[config.mk]
export PLATFORM = sky130hd
export DESIGN_NAME = rom_code_protection_lock
export DESIGN_NICKNAME = d
export VERILOG_FILES = /design/src/hw/rom_protect_pkg.sv /design/src/hw/rom_code_protection_lock.sv
export SDC_FILE = /design/constraint.sdc
export NUM_CORES = 1
export LEC_CHECK = 0
export ABC_AREA = 1
export BUFFER_PORTS_ARGS = -buffer_cell sky130_fd_sc_hd__buf_2
export CORE_UTILIZATION = 54
export CTS_CLUSTER_SIZE = 8
export DETAILED_ROUTE_END_ITERATION = 12
export PLACE_DENSITY = 0.74
export SYNTH_ARGS = -nofsm -noshare
export SYNTH_HDL_FRONTEND = slang
export SYNTH_SLANG_ARGS = --single-unit
[constraint.sdc]
create_clock -name CLOCK_IN -period 2.5 [get_ports CLOCK_IN]
set_input_delay 0.5 -clock CLOCK_IN [delete_from_list [all_inputs] [get_ports CLOCK_IN]]
set_output_delay 0.5 -clock CLOCK_IN [all_outputs]
set_load 0.005 [all_outputs]
[src/hw/rom_protect_pkg.sv]
// Behaviour
// - Unlocked: verify reads code, scrambled if keyed
// - Lock one: external table reads get no code
// - Lock one: access pin latched at reset
// - Lock one: further code programming refused
// - Lock two with lock one: verify read path inhibited
// - Only none, one, or both locks defined
// - Key holds 64 bytes, all ones unprogrammed
// - Keyed verify output is code XNOR key
// - Key contents never readable from outside
package rom_protect_pkg;
   localparam int BUS_ADDR_W = 8;
   localparam int BUS_DATA_W = 32;
   localparam int CODE_ADDR_W_DEF = 12;
   localparam int KEY_BYTES = 64;
   localparam int KEY_IDX_W = 6;
   localparam logic [7:0] KEY_RESET = 8'hFF;
   localparam logic [15:0] IMAGE_CODE_LAST = 16'h0FFF;
   localparam logic [15:0] IMAGE_KEY_FIRST = 16'h1000;
   localparam logic [15:0] IMAGE_LOCK_ADDR = 16'h1040;
   localparam int LOCK_ONE_BIT = 0;
   localparam int LOCK_TWO_BIT = 1;
   localparam logic [BUS_ADDR_W-1:0] OFS_STATUS = 8'h00;
   localparam logic [BUS_ADDR_W-1:0] OFS_VERIFY_ADDR = 8'h04;
   localparam logic [BUS_ADDR_W-1:0] OFS_VERIFY_DATA = 8'h08;
   localparam logic [BUS_ADDR_W-1:0] OFS_PROG_DATA = 8'h0C;
   localparam logic [BUS_ADDR_W-1:0] OFS_KEY_WRITE = 8'h10;
   localparam int ST_LOCK_ONE = 0;
   localparam int ST_LOCK_TWO = 1;
   localparam int ST_KEYED = 2;
   localparam int ST_EA_LATCH = 3;
   localparam int ST_REFUSED = 4;
   localparam int KEY_WR_IDX_LSB = 8;
   localparam logic [BUS_DATA_W-1:0] READ_ZERO = 32'h0000_0000;
endpackage

[src/hw/rom_code_protection_lock.sv]
`timescale 1ns/10ps
module rom_code_protection_lock
   import rom_protect_pkg::*;
#(
   parameter int CODE_ADDR_W = CODE_ADDR_W_DEF
) (
   input wire logic CLOCK_IN,
   input wire logic RST_N_IN,
   input wire logic [BUS_ADDR_W-1:0] AVS_ADDRESS_IN,
   input wire logic AVS_READ_IN,
   input wire logic AVS_WRITE_IN,
   input wire logic [3:0] AVS_BYTEENABLE_IN,
   input wire logic [BUS_DATA_W-1:0] AVS_WRITEDATA_IN,
   output logic [BUS_DATA_W-1:0] AVS_READDATA_OUT,
   output logic AVS_WAITREQUEST_OUT,
   input wire logic [1:0] PROTECTION_BITS_BYTE_IN,
   input wire logic EXTERNAL_ACCESS_PIN_IN,
   output logic EXTERNAL_ACCESS_OUT,
   input wire logic CODE_TABLE_READ_VALID_IN,
   input wire logic CODE_TABLE_READ_FROM_EXT_IN,
   input wire logic [7:0] CODE_TABLE_ROM_DATA_IN,
   output logic [7:0] CODE_TABLE_READ_DATA_OUT,
   output logic CODE_TABLE_READ_VALID_OUT,
   output logic CODE_TABLE_READ_BLOCKED_OUT,
   output logic [CODE_ADDR_W-1:0] VERIFY_ADDR_OUT,
   input wire logic [7:0] VERIFY_ROM_DATA_IN,
   output logic PROG_WRITE_OUT,
   output logic [7:0] PROG_DATA_OUT
);

   generate
      if (CODE_ADDR_W < KEY_IDX_W || CODE_ADDR_W > 16) begin : g_bad_width
         $error("CODE_ADDR_W must lie between 6 and 16");
      end
   endgenerate

   logic lock_one;
   logic lock_two;
   logic ea_latched;
   logic keyed;
   logic refused;
   logic [7:0] key [KEY_BYTES];

   // Bus request decode
   wire req = AVS_READ_IN | AVS_WRITE_IN;
   wire take = req & ~AVS_WAITREQUEST_OUT;
   wire wr_take = take & AVS_WRITE_IN & AVS_BYTEENABLE_IN[0];
   wire rd_load = AVS_READ_IN & AVS_WAITREQUEST_OUT;
   wire hit_status = (AVS_ADDRESS_IN == OFS_STATUS);
   wire hit_vaddr = (AVS_ADDRESS_IN == OFS_VERIFY_ADDR);
   wire hit_vdata = (AVS_ADDRESS_IN == OFS_VERIFY_DATA);
   wire hit_prog = (AVS_ADDRESS_IN == OFS_PROG_DATA);
   wire hit_key = (AVS_ADDRESS_IN == OFS_KEY_WRITE);

   // Lock two counts only alongside lock one
   wire lock_two_eff = lock_two & lock_one;

   // Verify output, scrambled when keyed
   wire [KEY_IDX_W-1:0] key_idx = VERIFY_ADDR_OUT[KEY_IDX_W-1:0];
   wire [7:0] scrambled = ~(VERIFY_ROM_DATA_IN ^ key[key_idx]);
   wire [7:0] verify_byte = keyed ? scrambled : VERIFY_ROM_DATA_IN;
   wire [7:0] verify_out = lock_two_eff ? 8'h00 : verify_byte;

   // Status word from named field positions
   logic [BUS_DATA_W-1:0] status_word;
   always_comb begin
      status_word = READ_ZERO;
      status_word[ST_LOCK_ONE] = lock_one;
      status_word[ST_LOCK_TWO] = lock_two;
      status_word[ST_KEYED] = keyed;
      status_word[ST_EA_LATCH] = ea_latched;
      status_word[ST_REFUSED] = refused;
   end

   // Key bytes are never returned; the lock bits are returned only in the status word
   wire [BUS_DATA_W-1:0] next_readdata =
      hit_status ? status_word :
      hit_vaddr ? {{(BUS_DATA_W-CODE_ADDR_W){1'b0}}, VERIFY_ADDR_OUT} :
      hit_vdata ? {24'h00_0000, verify_out} :
      READ_ZERO;

   wire prog_try = wr_take & hit_prog;
   wire key_try = wr_take & hit_key;
   wire key_ok = key_try & ~lock_one;
   wire [KEY_IDX_W-1:0] key_wr_idx = AVS_WRITEDATA_IN[KEY_WR_IDX_LSB +: KEY_IDX_W];
   wire refuse_evt = (prog_try | key_try) & lock_one;
   wire clr_refused = wr_take & hit_status & AVS_WRITEDATA_IN[ST_REFUSED];
   wire table_block = CODE_TABLE_READ_FROM_EXT_IN & lock_one;

   // Lock state captured while reset is held
   always_ff @(posedge CLOCK_IN) begin
      if (!RST_N_IN) begin
         lock_one <= PROTECTION_BITS_BYTE_IN[LOCK_ONE_BIT];
         lock_two <= PROTECTION_BITS_BYTE_IN[LOCK_TWO_BIT];
         ea_latched <= EXTERNAL_ACCESS_PIN_IN;
      end
   end

   // Access pin frozen under lock one
   always_ff @(posedge CLOCK_IN) begin
      if (!RST_N_IN) begin
         EXTERNAL_ACCESS_OUT <= 1'b0;
      end else begin
         EXTERNAL_ACCESS_OUT <= lock_one ? ea_latched : EXTERNAL_ACCESS_PIN_IN;
      end
   end

   // Key array, all ones until written
   generate
      for (genvar i = 0; i < KEY_BYTES; i++) begin : g_key
         always_ff @(posedge CLOCK_IN) begin
            if (!RST_N_IN) begin
               key[i] <= KEY_RESET;
            end else if (key_ok && key_wr_idx == KEY_IDX_W'(i)) begin
               key[i] <= AVS_WRITEDATA_IN[7:0];
            end
         end
      end
   endgenerate

   always_ff @(posedge CLOCK_IN) begin
      if (!RST_N_IN) begin
         keyed <= 1'b0;
      end else if (key_ok) begin
         keyed <= 1'b1;
      end
   end

   // Sticky refusal flag, set beats clear
   always_ff @(posedge CLOCK_IN) begin
      if (!RST_N_IN) begin
         refused <= 1'b0;
      end else if (refuse_evt) begin
         refused <= 1'b1;
      end else if (clr_refused) begin
         refused <= 1'b0;
      end
   end

   // Bus slave: one wait cycle per request
   always_ff @(posedge CLOCK_IN) begin
      if (!RST_N_IN) begin
         AVS_WAITREQUEST_OUT <= 1'b1;
      end else begin
         AVS_WAITREQUEST_OUT <= ~(req & AVS_WAITREQUEST_OUT);
      end
   end

   always_ff @(posedge CLOCK_IN) begin
      if (!RST_N_IN) begin
         AVS_READDATA_OUT <= READ_ZERO;
      end else if (rd_load) begin
         AVS_READDATA_OUT <= next_readdata;
      end
   end

   always_ff @(posedge CLOCK_IN) begin
      if (!RST_N_IN) begin
         VERIFY_ADDR_OUT <= '0;
      end else if (wr_take && hit_vaddr) begin
         VERIFY_ADDR_OUT <= AVS_WRITEDATA_IN[CODE_ADDR_W-1:0];
      end
   end

   // Programming strobe, withheld under lock one
   always_ff @(posedge CLOCK_IN) begin
      if (!RST_N_IN) begin
         PROG_WRITE_OUT <= 1'b0;
         PROG_DATA_OUT <= 8'h00;
      end else begin
         PROG_WRITE_OUT <= prog_try & ~lock_one;
         if (prog_try && !lock_one) begin
            PROG_DATA_OUT <= AVS_WRITEDATA_IN[7:0];
         end
      end
   end

   // Table read path
   always_ff @(posedge CLOCK_IN) begin
      if (!RST_N_IN) begin
         CODE_TABLE_READ_VALID_OUT <= 1'b0;
         CODE_TABLE_READ_BLOCKED_OUT <= 1'b0;
         CODE_TABLE_READ_DATA_OUT <= 8'h00;
      end else begin
         CODE_TABLE_READ_VALID_OUT <= CODE_TABLE_READ_VALID_IN;
         CODE_TABLE_READ_BLOCKED_OUT <= CODE_TABLE_READ_VALID_IN & table_block;
         if (CODE_TABLE_READ_VALID_IN) begin
            CODE_TABLE_READ_DATA_OUT <= table_block ? 8'h00 : CODE_TABLE_ROM_DATA_IN;
         end
      end
   end
endmodule

==> flow_summary.toml, run 1 <==
[place]
pre_cts_ws_ns = -0.05861
gp_congestion = 0.9256
placement.io_buffers = 92
placed_cell_area_sq_um = 28200
dp_hpwl_um = 47350

[clock_network]
cts_resized = 0
cts_setup_buffers = 0
cts_max_path_buffers = 3
ctsHtreeMaxLevel = 3
cts.reportedPaths.clkPinSlew_ns = 0.05
cts_buffers = 81
insertion_delay_ns = 0.61
cts_sinks = 568
postCtsHoldBufs = 0
cts_tree = "yes"
cts_root_buf = "clkbuf_16"

[timing]
slew_viol_final = 0
setup_ws_ns = 0.1744
max_slew_margin = 0.5164
fin_skew_ns = 0.02076
fin_crit_sh = 0.9303
rsz0062_at_grt = "no"
tightest_slew_ns = 0.7209
setup_viol = 0
fin_tns_setup_ns = 0
max_freq_ghz = 0.4300
layout_min_cycle_time_ns = 2.326
hold_violations = 0

[grt]
grt_use_total = 0.2990
antenna_found_initial = 4
grt_max_degree = 103
grt_overflow = 0
grt_pass1_wl_um = 112800
first_global_vias = 20180

[finish]
nets = 2995
layout_commonest_cell = "nand2_1"
final_cell_mix = "nand2_1, edfxtp_1, nand3_1, nor2_1, o21ai_0"
synthToLayoutAreaGrowth_pct = 15.36
drive_gt1_frac = 0.1448
fin_util = 0.6349
stdcell_area_sq_um = 30510

[synthesis]
yosys_warnings = 0
synth_area_sq_um = 26440
synth_cells = 2813
syn_avg_cell_area_sq_um = 9.401
ys_seq_elements = 568
ys_types = 32
yosysSeqAreaShare = 0.6249

[drt]
via_count = 21180
wirelength_um = 74670
drc_errors = 0
post_drt_wl_per_cell_um = 20.89
firstDrtPassIters = 6
ant_nets = 0
vias_per_cell = 5.926
drt_iter0_drc = 2717

[run]
cap_violations = 0

[power]
clkPwrFrac = 0.467
p_int_w = 0.01652
power.switching_w = 0.004434
seqPwrFrac = 0.495
combPwrFrac = 0.038
leakage_nw = 10.13
power_w = 0.02096
p_sw_frac = 0.2116
power_density_nw_per_um2 = 686.9
vdd_drop_max_uv = 565.3

[worst_setup_path]
path_cells = "buf_16, o21ai_0, o22ai_1, nand2_1, nand2_1, nand2_1, nand3_1, nand3_1, nand3_1, nand2_1, nand3_1, a21oi_1"
crit_family = "simple AND/OR/NAND/NOR gates"
path_class = "reg -> reg"
path_buf_inv = 1
cp_max_fo = 86
startpoint_type = "register"
arrival_ns = 2.82
worst_ep_required_time_ns = 2.99
end_kind = "register"
cpPeakStageDelay_ns = 0.52
critPathSlowestCell = "dfxtp_4"

[floorplanning]
start_util = 0.5504
core_sq_um = 48050
pin_count = 134
dieWidth_um = 223.3
rows = 80
dieHeight_um = 223.3
die_area_sq_um = 49860

[outcome]
status = "completed"

[hold_path]
min_path_type = "in -> reg"
==> layout make-up <==
class,count,area (sq um)
timing repair buffer,227,2041
antenna,4,10.01
tap,615,769.5
multi-input combinational,1969,8620
clock inverter,4,35.03
clock buffer,108,2181
inverter,79,316.6
sequential,568,16530
fill,3757,17540
==> worst paths after layout <==
path              cells past startpoint  slack (ns)                          endpoint                          start
hold reg to reg                       2        0.44     PROG_DATA_OUT[2]$_SDFFE_PN0P_  PROG_DATA_OUT[2]$_SDFFE_PN0P_
hold / removal                        1        0.07                lock_two$_DFFE_PN_     PROTECTION_BITS_BYTE_IN[1]
setup reg to reg                     12        0.17  AVS_READDATA_OUT[7]$_SDFFE_PN0P_                       register
setup / recovery                     12        0.17  AVS_READDATA_OUT[7]$_SDFFE_PN0P_                       register
==> worst reg2reg max path: stages, from the launching register on <==
cell,delay [ns]
dfxtp_4,0.52
buf_16,0.34
o21ai_0,0.19
o22ai_1,0.28
nand2_1,0.13
nand2_1,0.09
nand2_1,0.05
nand3_1,0.10
nand3_1,0.21
nand3_1,0.13
nand2_1,0.05
nand3_1,0.07
a21oi_1,0.06
==> registers in the layout, summed over array words and instances, names as in the netlist, 8 cells and up, named ones only <==
signal / flops
AVS_READDATA_OUT: 12
CODE_TABLE_READ_DATA_OUT: 8
VERIFY_ADDR_OUT: 12
key: 512
PROG_DATA_OUT: 8
==> power by group through the flow <==
stage | Sequential (W) | Combinational [W] | Clock (W)
4_1_cts | 0.0104 | 0.000791 | 0.00982
2_1_floorplan | 0.0105 | 0.000409 | 0
5_1_grt | 0.0104 | 0.000843 | 0.0102
6_report | 0.0104 | 0.000806 | 0.00978
3_3_place_gp | 0.0105 | 0.000767 | 0
3_5_place_dp | 0.0105 | 0.000787 | 0
==> synth_stat cells, drive strengths merged <==
cell	instances	area, sq um
nand2	1170	4462
edfxtp	515	15460
nand3	343	1732
nor2	194	992.2
o21ai	121	605.6
buf	116	710.7
clkbuf	100	375.4
inv	78	292.8
dfxtp	53	1061
a21oi	48	240.2
o22ai	42	262.8
nor3	11	97.59
o211ai	9	67.56
nand4	8	50.05
a211oi	1	7.510
clkinv	1	3.750
conb	1	3.750
nand3b	1	7.510
o31ai	1	7.510
==> routing by layer <==
metal | part of all wire | up-vias | track usage
met5 | 0 | - | 0
met4 | 0.049 | 0 | 0.1518
met3 | 0.10 | 250 | 0.05597
met2 | 0.48 | 1322 | 0.4852
met1 | 0.36 | 10000 | 0.3857
li1 | - | 9605 | -
==> cell families after synthesis <==
group                  Yosys count  synth area share
and+or+nand+nor               1727            0.2776
DFF                            568            0.6249
buffers and inverters          295           0.05228
AOI/OAI and AO/OA              222           0.04504
other                            1         0.0001418
==> per-stage QoR <==
| step | hold slack, ns | std cells |
|---|---|---|
| floorplan | 0.4402 | 2832 |
| CTS | 0.04965 | 3569 |
| global placement | 0.4297 | 3457 |
| detailed placement | 0.4348 | 3457 |
| finish | 0.06889 | 3574 |
| global route | 0.05467 | 3574 |
No activity file was read; power rests on OpenSTA's default activity.
==> inputs of run 2 (changes only) <==
--- a/config.mk
+++ b/config.mk
@@ -6,11 +6,11 @@
 export NUM_CORES = 1
 export LEC_CHECK = 0
 export ABC_AREA = 1
-export BUFFER_PORTS_ARGS = -buffer_cell sky130_fd_sc_hd__buf_2
 export CORE_UTILIZATION = 54
 export CTS_CLUSTER_SIZE = 8
 export DETAILED_ROUTE_END_ITERATION = 12
-export PLACE_DENSITY = 0.74
+export DONT_BUFFER_PORTS = 1
+export PLACE_DENSITY = 0.72
 export SYNTH_ARGS = -nofsm -noshare
 export SYNTH_HDL_FRONTEND = slang
 export SYNTH_SLANG_ARGS = --single-unit
==> run 2 against run 1 <==
Count of clock-buffer cells in the layout up 3; die area unchanged; sequential cell count unchanged; global-route usage fell by 0.42 points; design area is 2.2% lower; first-iteration DRC count down 16%; sequential share of layout area rose by 1.2 points; worst hold slack lost 0.050 ns; critical endpoint is now key[9][5]$_SDFFCE_PN1P_.
==> flow_summary.toml, run 2 (same netlist as run 1, synthesis figures left out) <==
[clock_network]
cts.reportedPaths.clkPinSlew_ns = 0.05
cts_buffers = 81
cts_root_buf = "clkbuf_16"
cts_tree = "yes"
cts_max_path_buffers = 3
ctsHtreeMaxLevel = 3
insertion_delay_ns = 0.62
cts_sinks = 568

[timing]
max_slew_margin = 0.4868
fin_tns_setup_ns = 0
setup_viol = 0
max_freq_ghz = 0.4165
fin_skew_ns = 0.03184
hold_violations = 0
whs_ns = 0.01881
rsz0062_at_grt = "no"
tightest_slew_ns = 0.7697
layout_min_cycle_time_ns = 2.401
fin_crit_sh = 0.9603
slew_viol_final = 0

[worst_setup_path]
cp_max_fo = 8
worst_ep_required_time_ns = 2.84
end_kind = "register"
path_class = "reg -> reg"
startpoint_type = "register"
arrival_ns = 2.74

[finish]
fin_cells = 3472
largest_reg_flops = 512
antenna_cells = 0
nets = 2895
final_cell_mix = "nand2_1, edfxtp_1, nand3_1, nor2_1, o21ai_0"
synthToLayoutAreaGrowth_pct = 12.77
drive_gt1_frac = 0.1120
layout_commonest_cell = "nand2_1"
largest_register = "key"
top_regs = "key: 512 flops, AVS_READDATA_OUT: 12 flops, VERIFY_ADDR_OUT: 12 flops"

[drt]
ant_nets = 0
wl_met3_um = 7471
wirelength_um = 72670
wl_met2_um = 34360
drt_iter0_drc = 2286
drc_errors = 0
firstDrtPassIters = 6
via_count = 20500
m1WireLength_um = 27180
vias_per_cell = 5.905
post_drt_wl_per_cell_um = 20.93
highest_layer = "met4"

[floorplanning]
core_sq_um = 48050
start_util = 0.5504
rows = 80
pin_count = 134
dieWidth_um = 223.3
dieHeight_um = 223.3
die_area_sq_um = 49860

[place]
placedCellCount = 3352
gp_congestion = 0.9568
placement.io_buffers = 0
dp_hpwl_um = 46010

[run]
cap_violations = 0

[power]
power_density_nw_per_um2 = 700.8
power_w = 0.02090
vdd_drop_max_uv = 837.9
leakage_nw = 9.597

[grt]
grt_overflow = 0
antenna_found_initial = 0
first_global_vias = 19910
grt_max_degree = 95
grt_use_total = 0.2948
grt_pass1_wl_um = 111300

[hold_path]
min_path_type = "in -> reg"

[outcome]
status = "completed"
-- run 2: layer usage --
layer | GRT usage | up-vias
li1 | - | 9410
met1 | 0.3764 | 9748
met2 | 0.4682 | 1116
met3 | 0.06954 | 228
met4 | 0.1573 | 0
met5 | 0 | -
-- run 2: worst paths after layout --
path                                                      from                                        to  slack, ns  cells past startpoint
worst max-delay path            AVS_WAITREQUEST_OUT$_SDFF_PN1_                   key[9][5]$_SDFFCE_PN1P_        0.1                      9
worst min-delay path                  CODE_TABLE_READ_VALID_IN  CODE_TABLE_READ_DATA_OUT[7]$_SDFFE_PN0P_       0.02                      2
worst max register to register  AVS_WAITREQUEST_OUT$_SDFF_PN1_                   key[9][5]$_SDFFCE_PN1P_        0.1                      9
worst min register to register   PROG_DATA_OUT[5]$_SDFFE_PN0P_             PROG_DATA_OUT[5]$_SDFFE_PN0P_       0.47                      2
-- run 2: final cells by class --
| class | count | area [sq um] |
|---|---|---|
| Clock inverter | 3 | 33.78 |
| Inverter | 79 | 305.3 |
| Fill cell | 3808 | 18230 |
| Tap cell | 615 | 769.5 |
| Clock buffer | 111 | 2203 |
| Timing Repair Buffer | 127 | 1359 |
| Sequential cell | 568 | 16530 |
| Multi-Input combinational cell | 1969 | 8616 |
-- run 2: metrics by stage --
stage / util / setup slack, ns / cell area, sq um
floorplan: - / 0.05907 / 26520
global placement: 0.5724 / -0.1302 / 27500
detailed placement: 0.5724 / -0.1297 / 27500
CTS: 0.6202 / 0.1211 / 29800
global route: 0.6207 / 0.001470 / 29820
finish: 0.6207 / 0.09917 / 29820
-- run 2: critical path, cell delays in order, from the launching register on --
cell	delay [ns]
dfxtp_1	0.36
nor2_2	0.16
nand3_2	0.12
nor3_4	0.26
nand3_2	0.15
nor2_1	0.31
buf_4	0.21
nand2_1	0.12
nor2_2	0.32
nand2_1	0.11
-- run 2: repair_timing --
item,CTS,global route
setup endpoints to repair,0,53
hold endpoints to repair,6,0
setup buffers,0,0
hold buffers,6,0
gates resized for setup,0,5
-- run 2: power breakdown --
| part | switching (W) | internal (W) |
|---|---|---|
| logic | 0.000525 | 0.000143 |
| clock network | 0.00384 | 0.00602 |
| registers | 0.0000178 | 0.0104 |
| total | 0.00438 | 0.0165 |
